### src/fhi_pkg.sv
// Package: register map, field positions, timing and carrier types of the status block
package fhi_pkg;

	// Register indices; byte address is four times the index
	localparam logic [7:0] IDX_RX_STAT = 8'h65;
	localparam logic [7:0] IDX_CNT_LO = 8'h66;
	localparam logic [7:0] IDX_CNT_HI = 8'h67;
	localparam logic [7:0] IDX_STAT0 = 8'h68;
	localparam logic [7:0] IDX_STAT1 = 8'h69;
	localparam logic [7:0] IDX_STAT2 = 8'h6A;
	localparam logic [7:0] IDX_MASK0 = 8'h70;
	localparam logic [7:0] IDX_MASK1 = 8'h71;
	localparam logic [7:0] IDX_MASK2 = 8'h72;
	localparam logic [7:0] IDX_CFG = 8'h73;
	localparam logic [7:0] IDX_CMP1 = 8'h74;
	localparam logic [7:0] IDX_CMP2 = 8'h75;
	localparam logic [7:0] IDX_SUM = 8'h76;

	// Status register 0 bits
	localparam int B0_MSG_END = 7;
	localparam int B0_FRM_START = 6;
	localparam int B0_TMO_SHORT = 5;
	localparam int B0_MF_BEGIN = 4;
	localparam int B0_CAS_CHG = 3;
	localparam int B0_CRC = 2;
	localparam int B0_SA6 = 1;
	localparam int B0_POOL_FULL = 0;
	// Status register 1 bits
	localparam int B1_LLB = 7;
	localparam int B1_RX_OVF = 6;
	localparam int B1_ALL_SENT = 5;
	localparam int B1_UNDERRUN = 4;
	localparam int B1_TX_MF = 3;
	localparam int B1_POOL_READY = 0;
	// Status register 2 bits
	localparam int B2_FRM_REGAIN = 7;
	localparam int B2_FRM_LOST = 6;
	localparam int B2_MF_REGAIN = 5;
	localparam int B2_T400 = 4;
	localparam int B2_ALL_ONES = 3;
	localparam int B2_NO_SIGNAL = 2;
	localparam int B2_RAR = 1;
	localparam int B2_RA = 0;
	// Count-high fields
	localparam int BH_CNT_EXCEED = 4;
	// Configuration fields
	localparam int CF_SHOW_MASKED = 0;
	localparam int CF_CHANGE_MODE = 1;
	localparam int CF_PRBS_SEL = 2;
	localparam int CF_FMT_LO = 3;
	localparam int CF_MF_EN = 5;
	localparam int CF_HDLC = 6;

	// Reset values
	localparam logic [7:0] STATUS_RST = 8'h00;
	localparam logic [7:0] MASK_RST = 8'hFF;
	localparam logic [7:0] CFG_RST = 8'h00;
	localparam logic [7:0] CMP_RST = 8'h00;

	// Receive format codes
	localparam logic [1:0] FMT_DFRAME_00 = 2'h0;
	localparam logic [1:0] FMT_DFRAME_01 = 2'h1;

	// Timing
	localparam int CLK_PERIOD_NS = 4;
	localparam int MS_IN_NS = 1000000;
	localparam int MS_CYCLES_DEF = (MS_IN_NS + CLK_PERIOD_NS - 1) / CLK_PERIOD_NS;
	localparam logic [8:0] T_SHORT_MS = 9'h008;
	localparam logic [8:0] T_LONG_MS = 9'h190;
	localparam logic [4:0] LLB_HOLD_MS = 5'h19;
	localparam logic [11:0] MAX_FRAME_BYTES = 12'hFFF;
	localparam logic [11:0] FRM_START_BYTES = 12'h002;

	// Loopback detector state
	typedef enum logic [0:0] {
		LLB_IDLE = 1'b0,
		LLB_DET = 1'b1
	} fhi_llb_t;

	// One-cycle event pulses from the receive/transmit/framer logic
	typedef struct packed {
		logic rx_start;
		logic rx_addr_valid;
		logic rx_byte;
		logic rx_end;
		logic rx_overflow;
		logic tx_pool_free;
		logic tx_last_bit;
		logic tx_byte_req;
		logic rx_mf_start;
		logic rx_dframe;
		logic tx_mf_start;
		logic cas_update;
		logic submf_done;
		logic crc_fail;
	} fhi_evt_t;

	// Level status from the framer and line logic
	typedef struct packed {
		logic frame_lost;
		logic multiframe_lost_flag;
		logic all_ones_alarm;
		logic signal_absent;
		logic remote_alarm;
		logic ts16_sync;
		logic alarm_sim;
		logic llb_act;
		logic llb_deact;
		logic ber_high;
		logic prbs_sync;
		logic [2:0] sa6_combo;
		logic tx_fifo_empty;
		logic tx_message_end_cmd;
	} fhi_lvl_t;

endpackage : fhi_pkg

### src/fhi_irq_status.sv
// Interrupt status, receive byte count and address match logic with APB access
`timescale 1ns/10ps

module fhi_irq_status
	import fhi_pkg::*;
#(
	parameter int MS_CYCLES = MS_CYCLES_DEF
) (
	// Clock and reset
	input wire logic pclk,
	input wire logic presetn,
	// APB slave
	input wire logic psel,
	input wire logic penable,
	input wire logic pwrite,
	input wire logic [9:0] paddr,
	input wire logic [31:0] pwdata,
	output logic [31:0] prdata,
	output logic pready,
	output logic pslverr,
	// Events and levels from the datapaths
	input wire fhi_evt_t evt,
	input wire fhi_lvl_t lvl,
	input wire logic [7:0] rx_addr,
	input wire logic [63:0] cas_data,
	// Status and control outputs
	output logic irq,
	output logic low_addr_match,
	output logic tx_disable,
	output logic sig_copy
);

	typedef struct packed {
		logic [7:0] irq_status_0;
		logic [7:0] irq_status_1;
		logic [7:0] irq_status_2;
		logic [7:0] mask0;
		logic [7:0] mask1;
		logic [7:0] mask2;
		logic [7:0] cfg;
		logic [7:0] cmp1;
		logic [7:0] cmp2;
		logic [11:0] byte_cnt;
		logic cnt_ovf;
		logic [11:0] rx_len;
		logic cnt_exceed;
		logic addr_match;
		logic [31:0] prdata;
		logic p_flost;
		logic p_mflost;
		logic p_ones;
		logic p_nosig;
		logic p_rra;
		logic p_sim;
		logic p_prbs;
		logic [2:0] p_sa6;
		logic [63:0] cas_prev;
		logic [19:0] ms_div;
		logic [8:0] ms_cnt;
		logic [4:0] llb_ms;
		fhi_llb_t llb;
		logic tx_dis;
		logic sig_copy;
		logic mfb_pend;
	} fhi_state_t;

	fhi_state_t s_reg;
	fhi_state_t s_next;
	logic [7:0] ev0, ev1, ev2, add0, add1, add2;
	logic [7:0] set0, set1, set2, rdata, sum;
	logic [7:0] idx;
	logic [11:0] cnt_now;
	logic setup, acc_rd, acc_wr, mapped, ms_tick, hdlc, show_m, chg_mode;
	logic [1:0] fmt;

	// Gate events by mask unless masked flags are to be shown
	function automatic logic [7:0] gate(input logic [7:0] e, input logic [7:0] m,
		input logic v);
		gate = v ? e : (e & ~m);
	endfunction : gate

	// Address decode and bus phases
	assign idx = paddr[9:2];
	assign setup = psel & ~penable;
	assign acc_rd = psel & penable & ~pwrite;
	assign acc_wr = psel & penable & pwrite;
	assign mapped = (paddr[1:0] == 2'h0) & ((idx >= IDX_RX_STAT && idx <= IDX_STAT2) ||
		(idx >= IDX_MASK0 && idx <= IDX_SUM));
	assign pready = 1'b1;
	assign pslverr = psel & penable & ~mapped;

	// Configuration fields
	assign show_m = s_reg.cfg[CF_SHOW_MASKED];
	assign chg_mode = s_reg.cfg[CF_CHANGE_MODE];
	assign hdlc = s_reg.cfg[CF_HDLC];
	assign fmt = s_reg.cfg[CF_FMT_LO +: 2];

	// Summary and interrupt output
	// interrupt from unmasked
	assign sum = {5'h00, |(s_reg.irq_status_2 & ~s_reg.mask2), |(s_reg.irq_status_1 & ~s_reg.mask1),
		|(s_reg.irq_status_0 & ~s_reg.mask0)};
	assign irq = |sum;
	assign prdata = s_reg.prdata;
	assign low_addr_match = s_reg.addr_match;
	assign tx_disable = s_reg.tx_dis;
	assign sig_copy = s_reg.sig_copy;

	// Next-state logic
	always_comb begin
		s_next = s_reg;
		ev0 = 8'h00;
		ev1 = 8'h00;
		ev2 = 8'h00;
		// Millisecond enable divider
		ms_tick = (s_reg.ms_div == 20'(MS_CYCLES - 1));
		s_next.ms_div = ms_tick ? 20'h00000 : s_reg.ms_div + 20'h00001;

		// Receive byte counting
		cnt_now = evt.rx_start ? 12'h000 : s_reg.byte_cnt;
		if (evt.rx_start) begin
			s_next.cnt_ovf = 1'b0;
		end
		if (hdlc && evt.rx_byte) begin
			if (cnt_now == MAX_FRAME_BYTES) begin
				s_next.cnt_ovf = 1'b1;
			end else begin
				cnt_now = cnt_now + 12'h001;
			end
			if (cnt_now == FRM_START_BYTES) begin
				ev0[B0_FRM_START] = 1'b1;
			end
			if (cnt_now[4:0] == 5'h00 && !evt.rx_end) begin
				ev0[B0_POOL_FULL] = 1'b1;
			end
		end
		s_next.byte_cnt = cnt_now;
		if (hdlc && evt.rx_addr_valid) begin
			if (rx_addr == s_reg.cmp1) begin
				s_next.addr_match = 1'b1;
			end else if (rx_addr == s_reg.cmp2) begin
				s_next.addr_match = 1'b0;
			end
		end
		if (hdlc && evt.rx_end) begin
			ev0[B0_MSG_END] = 1'b1;
			s_next.rx_len = cnt_now;
			s_next.cnt_exceed = s_next.cnt_ovf;
		end
		ev1[B1_RX_OVF] = evt.rx_overflow;

		// Transmit side
		// pool ready
		ev1[B1_POOL_READY] = evt.tx_pool_free & ~s_reg.tx_dis;
		ev1[B1_ALL_SENT] = hdlc & evt.tx_last_bit & lvl.tx_fifo_empty;
		if (evt.tx_byte_req && lvl.tx_fifo_empty && !lvl.tx_message_end_cmd && !s_reg.tx_dis)
		begin
			ev1[B1_UNDERRUN] = 1'b1;
		end
		s_next.sig_copy = evt.tx_mf_start;
		s_next.mfb_pend = evt.tx_mf_start;
		ev1[B1_TX_MF] = s_reg.mfb_pend;

		// Multiframe search timeouts
		// timers after basic frame found
		if (s_reg.cfg[CF_MF_EN] && !lvl.frame_lost && lvl.multiframe_lost_flag) begin
			if (ms_tick && s_reg.ms_cnt != T_LONG_MS) begin
				s_next.ms_cnt = s_reg.ms_cnt + 9'h001;
				ev0[B0_TMO_SHORT] = (s_reg.ms_cnt == T_SHORT_MS - 9'h001);
				ev2[B2_T400] = (s_reg.ms_cnt == T_LONG_MS - 9'h001);
			end
		end else begin
			s_next.ms_cnt = 9'h000;
		end
		ev0[B0_MF_BEGIN] = (fmt == FMT_DFRAME_00) ? evt.rx_dframe : evt.rx_mf_start;
		if (evt.cas_update) begin
			s_next.cas_prev = cas_data;
			ev0[B0_CAS_CHG] = lvl.ts16_sync & (cas_data != s_reg.cas_prev);
		end
		ev0[B0_CRC] = evt.submf_done & evt.crc_fail;
		s_next.p_sa6 = lvl.sa6_combo;
		ev0[B0_SA6] = ~lvl.frame_lost & (lvl.sa6_combo != s_reg.p_sa6);

		s_next.p_prbs = lvl.prbs_sync;
		if (s_reg.cfg[CF_PRBS_SEL]) begin
			ev1[B1_LLB] = lvl.prbs_sync ^ s_reg.p_prbs;
			s_next.llb_ms = 5'h00;
			s_next.llb = LLB_IDLE;
		end else begin
			unique case (s_reg.llb)
				LLB_IDLE: begin
					if ((lvl.llb_act || lvl.llb_deact) && !lvl.ber_high) begin
						if (ms_tick) begin
							s_next.llb_ms = s_reg.llb_ms + 5'h01;
						end
						if (ms_tick && s_reg.llb_ms == LLB_HOLD_MS - 5'h01) begin
							ev1[B1_LLB] = 1'b1;
							s_next.llb = LLB_DET;
						end
					end else begin
						s_next.llb_ms = 5'h00;
					end
				end
				LLB_DET: begin
					s_next.llb_ms = 5'h00;
					if (lvl.ber_high) begin
						ev1[B1_LLB] = 1'b1;
						s_next.llb = LLB_IDLE;
					end
				end
			endcase
		end

		// Frame alignment and alarms
		s_next.p_flost = lvl.frame_lost;
		s_next.p_mflost = lvl.multiframe_lost_flag;
		s_next.p_ones = lvl.all_ones_alarm;
		s_next.p_nosig = lvl.signal_absent;
		s_next.p_rra = lvl.remote_alarm;
		s_next.p_sim = lvl.alarm_sim;
		ev2[B2_FRM_LOST] = (lvl.frame_lost & ~s_reg.p_flost) | lvl.alarm_sim;
		ev2[B2_FRM_REGAIN] = (~lvl.frame_lost & s_reg.p_flost) |
			(s_reg.p_sim & ~lvl.alarm_sim & ~lvl.frame_lost);
		ev2[B2_MF_REGAIN] = fmt[1] & ((~lvl.multiframe_lost_flag & s_reg.p_mflost) |
			(s_reg.p_sim & ~lvl.alarm_sim & ~lvl.multiframe_lost_flag));
		// alarms on detect or sim; all-ones and no-signal also on change
		ev2[B2_ALL_ONES] = lvl.alarm_sim | (chg_mode ? (lvl.all_ones_alarm ^ s_reg.p_ones) :
			(lvl.all_ones_alarm & ~s_reg.p_ones));
		ev2[B2_NO_SIGNAL] = lvl.alarm_sim | (chg_mode ? (lvl.signal_absent ^ s_reg.p_nosig) :
			(lvl.signal_absent & ~s_reg.p_nosig));
		ev2[B2_RA] = lvl.alarm_sim | (lvl.remote_alarm & ~s_reg.p_rra);
		ev2[B2_RAR] = (~lvl.remote_alarm & s_reg.p_rra) |
			(s_reg.p_sim & ~lvl.alarm_sim & ~lvl.remote_alarm);

		add0 = gate(ev0, s_reg.mask0, show_m);
		add1 = gate(ev1, s_reg.mask1, show_m);
		add2 = gate(ev2, s_reg.mask2, show_m);
		// Underrun must block transmit even if its flag is hidden
		if (ev1[B1_UNDERRUN]) begin
			s_next.tx_dis = 1'b1;
		end
		set0 = s_reg.irq_status_0 | add0;
		set1 = s_reg.irq_status_1 | add1;
		set2 = s_reg.irq_status_2 | add2;

		s_next.irq_status_0 = (acc_rd && mapped && idx == IDX_STAT0) ? add0 : set0;
		s_next.irq_status_1 = (acc_rd && mapped && idx == IDX_STAT1) ? add1 : set1;
		s_next.irq_status_2 = (acc_rd && mapped && idx == IDX_STAT2) ? add2 : set2;
		if (acc_rd && mapped && idx == IDX_STAT1 && !ev1[B1_UNDERRUN]) begin
			s_next.tx_dis = 1'b0;
		end

		// Read data mux, captured in the setup phase
		unique case (idx)
			IDX_RX_STAT: rdata = {7'h00, s_reg.addr_match};
			IDX_CNT_LO: rdata = s_reg.rx_len[7:0];
			IDX_CNT_HI: rdata = {3'h0, s_reg.cnt_exceed, s_reg.rx_len[11:8]};
			IDX_STAT0: rdata = set0;
			IDX_STAT1: rdata = set1;
			IDX_STAT2: rdata = set2;
			IDX_MASK0: rdata = s_reg.mask0;
			IDX_MASK1: rdata = s_reg.mask1;
			IDX_MASK2: rdata = s_reg.mask2;
			IDX_CFG: rdata = s_reg.cfg;
			IDX_CMP1: rdata = s_reg.cmp1;
			IDX_CMP2: rdata = s_reg.cmp2;
			IDX_SUM: rdata = sum;
			default: rdata = 8'h00;
		endcase
		if (setup) begin
			s_next.prdata = (mapped && !pwrite) ? {24'h000000, rdata} : 32'h00000000;
		end

		// Register writes
		if (acc_wr && mapped) begin
			unique case (idx)
				IDX_MASK0: s_next.mask0 = pwdata[7:0];
				IDX_MASK1: s_next.mask1 = pwdata[7:0];
				IDX_MASK2: s_next.mask2 = pwdata[7:0];
				IDX_CFG: s_next.cfg = pwdata[7:0];
				IDX_CMP1: s_next.cmp1 = pwdata[7:0];
				IDX_CMP2: s_next.cmp2 = pwdata[7:0];
				default: s_next.cfg = s_reg.cfg;
			endcase
		end
	end

	// State register
	always_ff @(posedge pclk or negedge presetn) begin
		if (!presetn) begin
			s_reg <= '0;
			s_reg.irq_status_0 <= STATUS_RST;
			s_reg.irq_status_1 <= STATUS_RST;
			s_reg.irq_status_2 <= STATUS_RST;
			s_reg.mask0 <= MASK_RST;
			s_reg.mask1 <= MASK_RST;
			s_reg.mask2 <= MASK_RST;
			s_reg.cfg <= CFG_RST;
			s_reg.cmp1 <= CMP_RST;
			s_reg.cmp2 <= CMP_RST;
			s_reg.llb <= LLB_IDLE;
		end else begin
			s_reg <= s_next;
		end
	end
endmodule : fhi_irq_status

### config.mk
export PLATFORM = sky130hd
export DESIGN_NAME = fhi_irq_status
export DESIGN_NICKNAME = d
export VERILOG_FILES = /design/src/fhi_pkg.sv /design/src/fhi_irq_status.sv
export SDC_FILE = /design/constraint.sdc
export NUM_CORES = 1
export LEC_CHECK = 0
export BUFFER_PORTS_ARGS = -buffer_cell sky130_fd_sc_hd__buf_4
export CORE_MARGIN = 5
export CORE_UTILIZATION = 61
export CTS_CLUSTER_SIZE = 12
export DETAILED_ROUTE_END_ITERATION = 6
export PLACE_DENSITY = 0.85
export SYNTH_ARGS = -nofsm -noshare
export SYNTH_HDL_FRONTEND = slang
export SYNTH_SLANG_ARGS = --single-unit
### constraint.sdc
create_clock -name pclk -period 6 [get_ports pclk]
set_input_delay 0.6 -clock pclk [delete_from_list [all_inputs] [get_ports pclk]]
set_output_delay 0.6 -clock pclk [all_outputs]
set_load 0.02 [all_outputs]
== Yosys cells after proc, flatten, opt, wreduce, memory -nomap -nowiden ==
Cells that the tools add are included.

* Input bits: 149
* Word-level logic and storage cells: 215
* Bits in registers: 242

* Add/sub/neg operators: 4
* Reductions and logical operators: 46
* Mux-type cells: 46
* Equality and inequality tests: 26
* Order comparisons: 4
* Bitwise gates (word level): 59

{| class="wikitable"
|+ Operators by type and width
! cell !! number
|-
| $eq 8x7->1 const B || 13
|-
| $pmux 8 s13 || 1
|-
| $ne 64x64->1 || 1
|-
| $mux 8 || 7
|-
| $and 8x8->8 || 6
|-
| $mux 12 || 4
|-
| $mux 1 || 26
|-
| $and 1x1->1 || 24
|-
| $not 8->8 || 3
|-
| $or 8x8->8 || 3
|-
| $reduce_or 24->1 || 1
|-
| $reduce_or 8->1 || 3
|-
| $logic_and 1x1->1 || 21
|-
| $add 20x1->20 const B || 1
|-
| $eq 20x18->1 const B || 1
|-
| $mux 20 || 1
|-
| $mux 9 || 2
|-
| $eq 8x8->1 || 2
|-
| $ge 8x7->1 const B || 2
|-
| $le 8x7->1 const B || 2
|-
| $reduce_and 2->1 || 7
|-
| $not 1->1 || 13
|-
| $add 12x1->12 const B || 1
|-
| $eq 12x12->1 const B || 1
|-
| 21 further kinds || 39
|}

== Longest topological paths before layout ==
* Depth after elaboration: 13
* Gate-level depth with buffers: 11
* Depth with buffers taken out: 9

== Worst setup path after synthesis ==
OpenSTA, ideal clock, no wires.

* Kind: input-to-reg
* Start: in evt[13] in the netlist's numbering
* End: reg s_reg (netlist bit prdata[6])
* Cell stages on the path: 11
* Required time: 5.913 ns
* Path slack: 3.249 ns
* Data arrival time: 2.664 ns
* Cell sequence: buf_2 -> nor2b_1 -> buf_2 -> ha_1 -> nand4_1 -> nor4_1 -> o22a_1 -> o22ai_1 -> nor4_1 -> o21ai_0 -> a22oi_1

* Cells in the longest elaborated chain, start to end: 12

{| class="wikitable"
|+ Ends and longest elaborated chain
! item !! RTL line !! source
|-
| from (decl) || fhi_irq_status.sv:22 || <nowiki>input wire fhi_evt_t evt,</nowiki>
|-
| $mux 12 (*) || fhi_irq_status.sv:119 || <nowiki>cnt_now = evt.rx_start ? 12'h000 : s_reg.byte_cnt;</nowiki>
|-
| $add 12x1->12 / $eq 12x12->1 (equally long branches) || fhi_irq_status.sv:127, fhi_irq_status.sv:124 ||
|-
| $mux 12 (*) || fhi_irq_status.sv:124 || <nowiki>if (cnt_now == MAX_FRAME_BYTES) begin</nowiki>
|-
| $mux 12 (*) || fhi_irq_status.sv:123 || <nowiki>if (hdlc && evt.rx_byte) begin</nowiki>
|-
| $eq 12x2->1 (*) || fhi_irq_status.sv:129 || <nowiki>if (cnt_now == FRM_START_BYTES) begin</nowiki>
|-
| $mux 1 (*) || fhi_irq_status.sv:129 ||
|-
| $mux 1 (*) || fhi_irq_status.sv:123 ||
|-
| $and 8x8->8 || fhi_irq_status.sv:79 || <nowiki>gate = v ? e : (e & ~m);</nowiki>
|-
| $mux 8 (*) || fhi_irq_status.sv:79 ||
|-
| $or 8x8->8 (*) || fhi_irq_status.sv:241 || <nowiki>set0 = s_reg.irq_status_0 | add0;</nowiki>
|-
| $pmux 8 s13 (*) || fhi_irq_status.sv:253 || <nowiki>unique case (idx)</nowiki>
|-
| $mux 8 (*) || fhi_irq_status.sv:270 || <nowiki>s_next.prdata = (mapped && !pwrite) ? {24'h000000, rdata} : 32'h00000000;</nowiki>
|-
| to (signal assigned) || fhi_irq_status.sv:302 || <nowiki>s_reg <= s_next;</nowiki>
|-
| to (decl) || fhi_irq_status.sv:67 || <nowiki>fhi_state_t s_reg;</nowiki>
|}

Every way passes the cells marked *; elsewhere a longest branch is shown, timed or not. The select of a mux whose other input is x is not followed.
A chain may end at the register's enable or synchronous reset.

== Worst setup path in the final report ==
* Start: reg s_reg (netlist bit hdlc)
* End: reg s_reg (netlist bit prdata[7])

* Cells in the longest elaborated chain, start to end: 7

{| class="wikitable"
|+ Ends and longest elaborated chain
! item !! RTL line !! source
|-
| $logic_and 1x1->1 (*) || fhi_irq_status.sv:144 || <nowiki>if (hdlc && evt.rx_end) begin</nowiki>
|-
| $mux 1 (*) || fhi_irq_status.sv:144 ||
|-
| $and 8x8->8 || fhi_irq_status.sv:79 ||
|-
| $mux 8 (*) || fhi_irq_status.sv:79 ||
|-
| $or 8x8->8 (*) || fhi_irq_status.sv:241 ||
|-
| $pmux 8 s13 (*) || fhi_irq_status.sv:253 ||
|-
| $mux 8 (*) || fhi_irq_status.sv:270 ||
|}

Every way passes the cells marked *; elsewhere a longest branch is shown, timed or not.

==> impl_metrics.yaml <==
placed_design:
  dp_hpwl_mm: 19.8
  place_area_um2: 12200
  dp_slack_ns: 2.54
  gp_congestion: 0.982
  numPortBuffers: 137
clock_tree:
  cts_setup_buffers: 0
  cts_resized: 0
  clockBufferDepth: 3
  cts_made_buffers: 23
  cts-htree-levels: 1
  clk_latency_ns: 0.51
  clock_sinks: 216
  cts_tree: "yes"
  clock-root-buffer: "clkbuf_16"
  cts_hold_buffers: 0
  cts.clk_slew.worst_paths_ns: 0.06
synthesis:
  synth_flop_cell: "dfrtp_1"
  avgSynthCellArea_um2: 11.0
  synth_seq_cells: 216
  synth_commonest_cells: "192 x dfrtp_1, 113 x mux2_2, 98 x xor2_1"
  synth_top_area_frac: 0.429
  yosys.cell_types.count: 75
  syn_inst: 1021
  ys_top_cells_by_area: "dfrtp_1 43%, mux2_2 11%, xor2_1 7.7%"
  synth_area_um2: 11200
  synth_most_common_cell: "dfrtp_1"
  yosys_warnings: 0
  yosysSeqAreaShare: 0.485
  synth_largest_area_cell: "dfrtp_1"
  async_reset_ff_frac: 1.00
  synth_edf_count: 0
worst_setup_path:
  end_kind: "register"
  reg2reg_depth: 7
  rr_endpoint: "prdata[7]"
  startpoint_type: "register"
  r2r-start: "hdlc"
  reg2reg_slack_ns: 2.77
  cp.arrival_ns: 3.63
  worstSetupPathType: "register to register"
  cp_max_fo: 18
  cp_data_required_time_ns: 6.39
grt:
  overflow: 0
  grtUsageTotal: 0.247
  grt_pass1_wl_mm: 43.6
  grt_pass1_vias: 8448
  antenna_found_initial: 1
  grt_max_degree: 91
drt:
  drt_pass1_iterations: 5
  ant_nets: 0
  routedWlPerCell_um: 19.5
  wirelength_mm: 27.1
  vias: 8481
  drc: 0
  drt_iter0_markers: 676
  viasPerCell: 6.11
timing:
  tightest_slew_ns: 1.28
  max_freq_ghz: 0.309
  hold_violations: 0
  setup_viol: 0
  period_needed_ns: 3.23
  finalWorstSetupSlack_ns: 2.77
  setup_tns_ns: 0
  maxSlewHeadroom: 0.121
  slew_viol_final: 0
  post-route-period-util: 0.539
  grt_setup_unrepaired: "false"
  holdWs_ns: 0.117
  fin_skew_ns: 0.0110
layout:
  areaGrowthSynthToFinish_pct: 15.9
  stdcell_area_um2: 13000
  fill_cells: 1286
  fin_util: 0.721
  nNetsFinal: 1299
  drive_above_1_share: 0.289
  antenna_cells: 0
  largest_reg_flops: 201
floorplan:
  rows: 49
  fp.dieH_um: 146
  start_util: 0.622
  die-area_um2: 21200
  io_pins: 187
  die-width_um: 146
  core_region_area_um2: 18000
run:
  drv_cap: 0
power:
  ir_drop_uv: 252
  p_leak_nw: 5.83
  power_density_nw_per_um2: 249
worst_hold_path:
  hold_path.class: "input port to async pin"
outcome:
  status: "complete, no violations"
[placed cells by master, fill, tap and decap left out, types with 27 or more instances in the layout]
| cell | count |
|---|---|
| nor4_1 | 27 |
| buf_4 | 139 |
| dfrtp_1 | 192 |
| xor2_1 | 98 |
| inv_1 | 39 |
| nor2_1 | 66 |
| nand2_1 | 62 |
| mux2_2 | 113 |
| a21oi_1 | 28 |
| o21ai_0 | 42 |
[worst max-delay path, stage by stage (launching register included)]
cell	delay [ns]
dfrtp_1	0.52
nand2_1	0.58
a21oi_1	0.14
o31ai_1	0.41
o21ai_0	0.19
a2111oi_0	0.76
o31ai_1	0.26
a22o_1	0.24
[power by group]
part | switching [mW] | internal [mW]
combinational | 0.152 | 0.140
sequential | 0.0324 | 1.51
clock | 0.562 | 0.840
[area by class of cell]
cell class	instances	area (um^2)	share of cell area
flip-flops and latches	216	5440	0.418
clock buffers	39	706	0.0543
multi-input cells	721	5310	0.409
inverters	40	150	0.0116
well taps	229	287	0.0221
clock inverters	3	43.8	0.00337
repair buffers	140	1060	0.0814
[worst max-delay path by stage]
stage                     from   endpoint  slack [ns]  cells past startpoint
global placement       evt[13]  prdata[6]        2.66                     10
finish                    hdlc  prdata[7]        2.77                      7
global route        s_reg[159]  prdata[6]        2.55                      9
CTS                 s_reg[159]  prdata[6]        2.91                      9
floorplan              evt[13]  prdata[6]        3.25                     11
detailed placement     evt[13]  prdata[6]        2.54                     10
[routing by layer]
metal	track usage	share of wire	up-vias
li1	-	-	3835
met1	0.342	0.41	4193
met2	0.404	0.47	388
met3	0.0458	0.088	63
met4	0.0704	0.025	2
met5	0	0.00030	-
[cells by family (layout without fill, tap and decap cells)]
| logic type | after synthesis | after routing | share of synthesized area |
|---|---|---|---|
| compound gates | 162 | 162 | 0.0969 |
| xor+xnor | 123 | 123 | 0.0961 |
| buf+inv | 107 | 222 | 0.0486 |
| flops | 216 | 216 | 0.485 |
| fa+ha+maj | 8 | 8 | 0.00893 |
| mux | 127 | 127 | 0.131 |
| simple gates | 276 | 276 | 0.133 |
| other cells | 2 | 25 | 0.000670 |
[stage by stage]
step | instances | total power [mW]
2_1_floorplan | 1044 | 1.72
3_3_place_gp | 1346 | 1.84
3_5_place_dp | 1346 | 1.86
4_1_cts | 1388 | 3.26
5_1_grt | 1388 | 3.35
6_report | 1388 | 3.23
(Power assumes the default switching activity.)
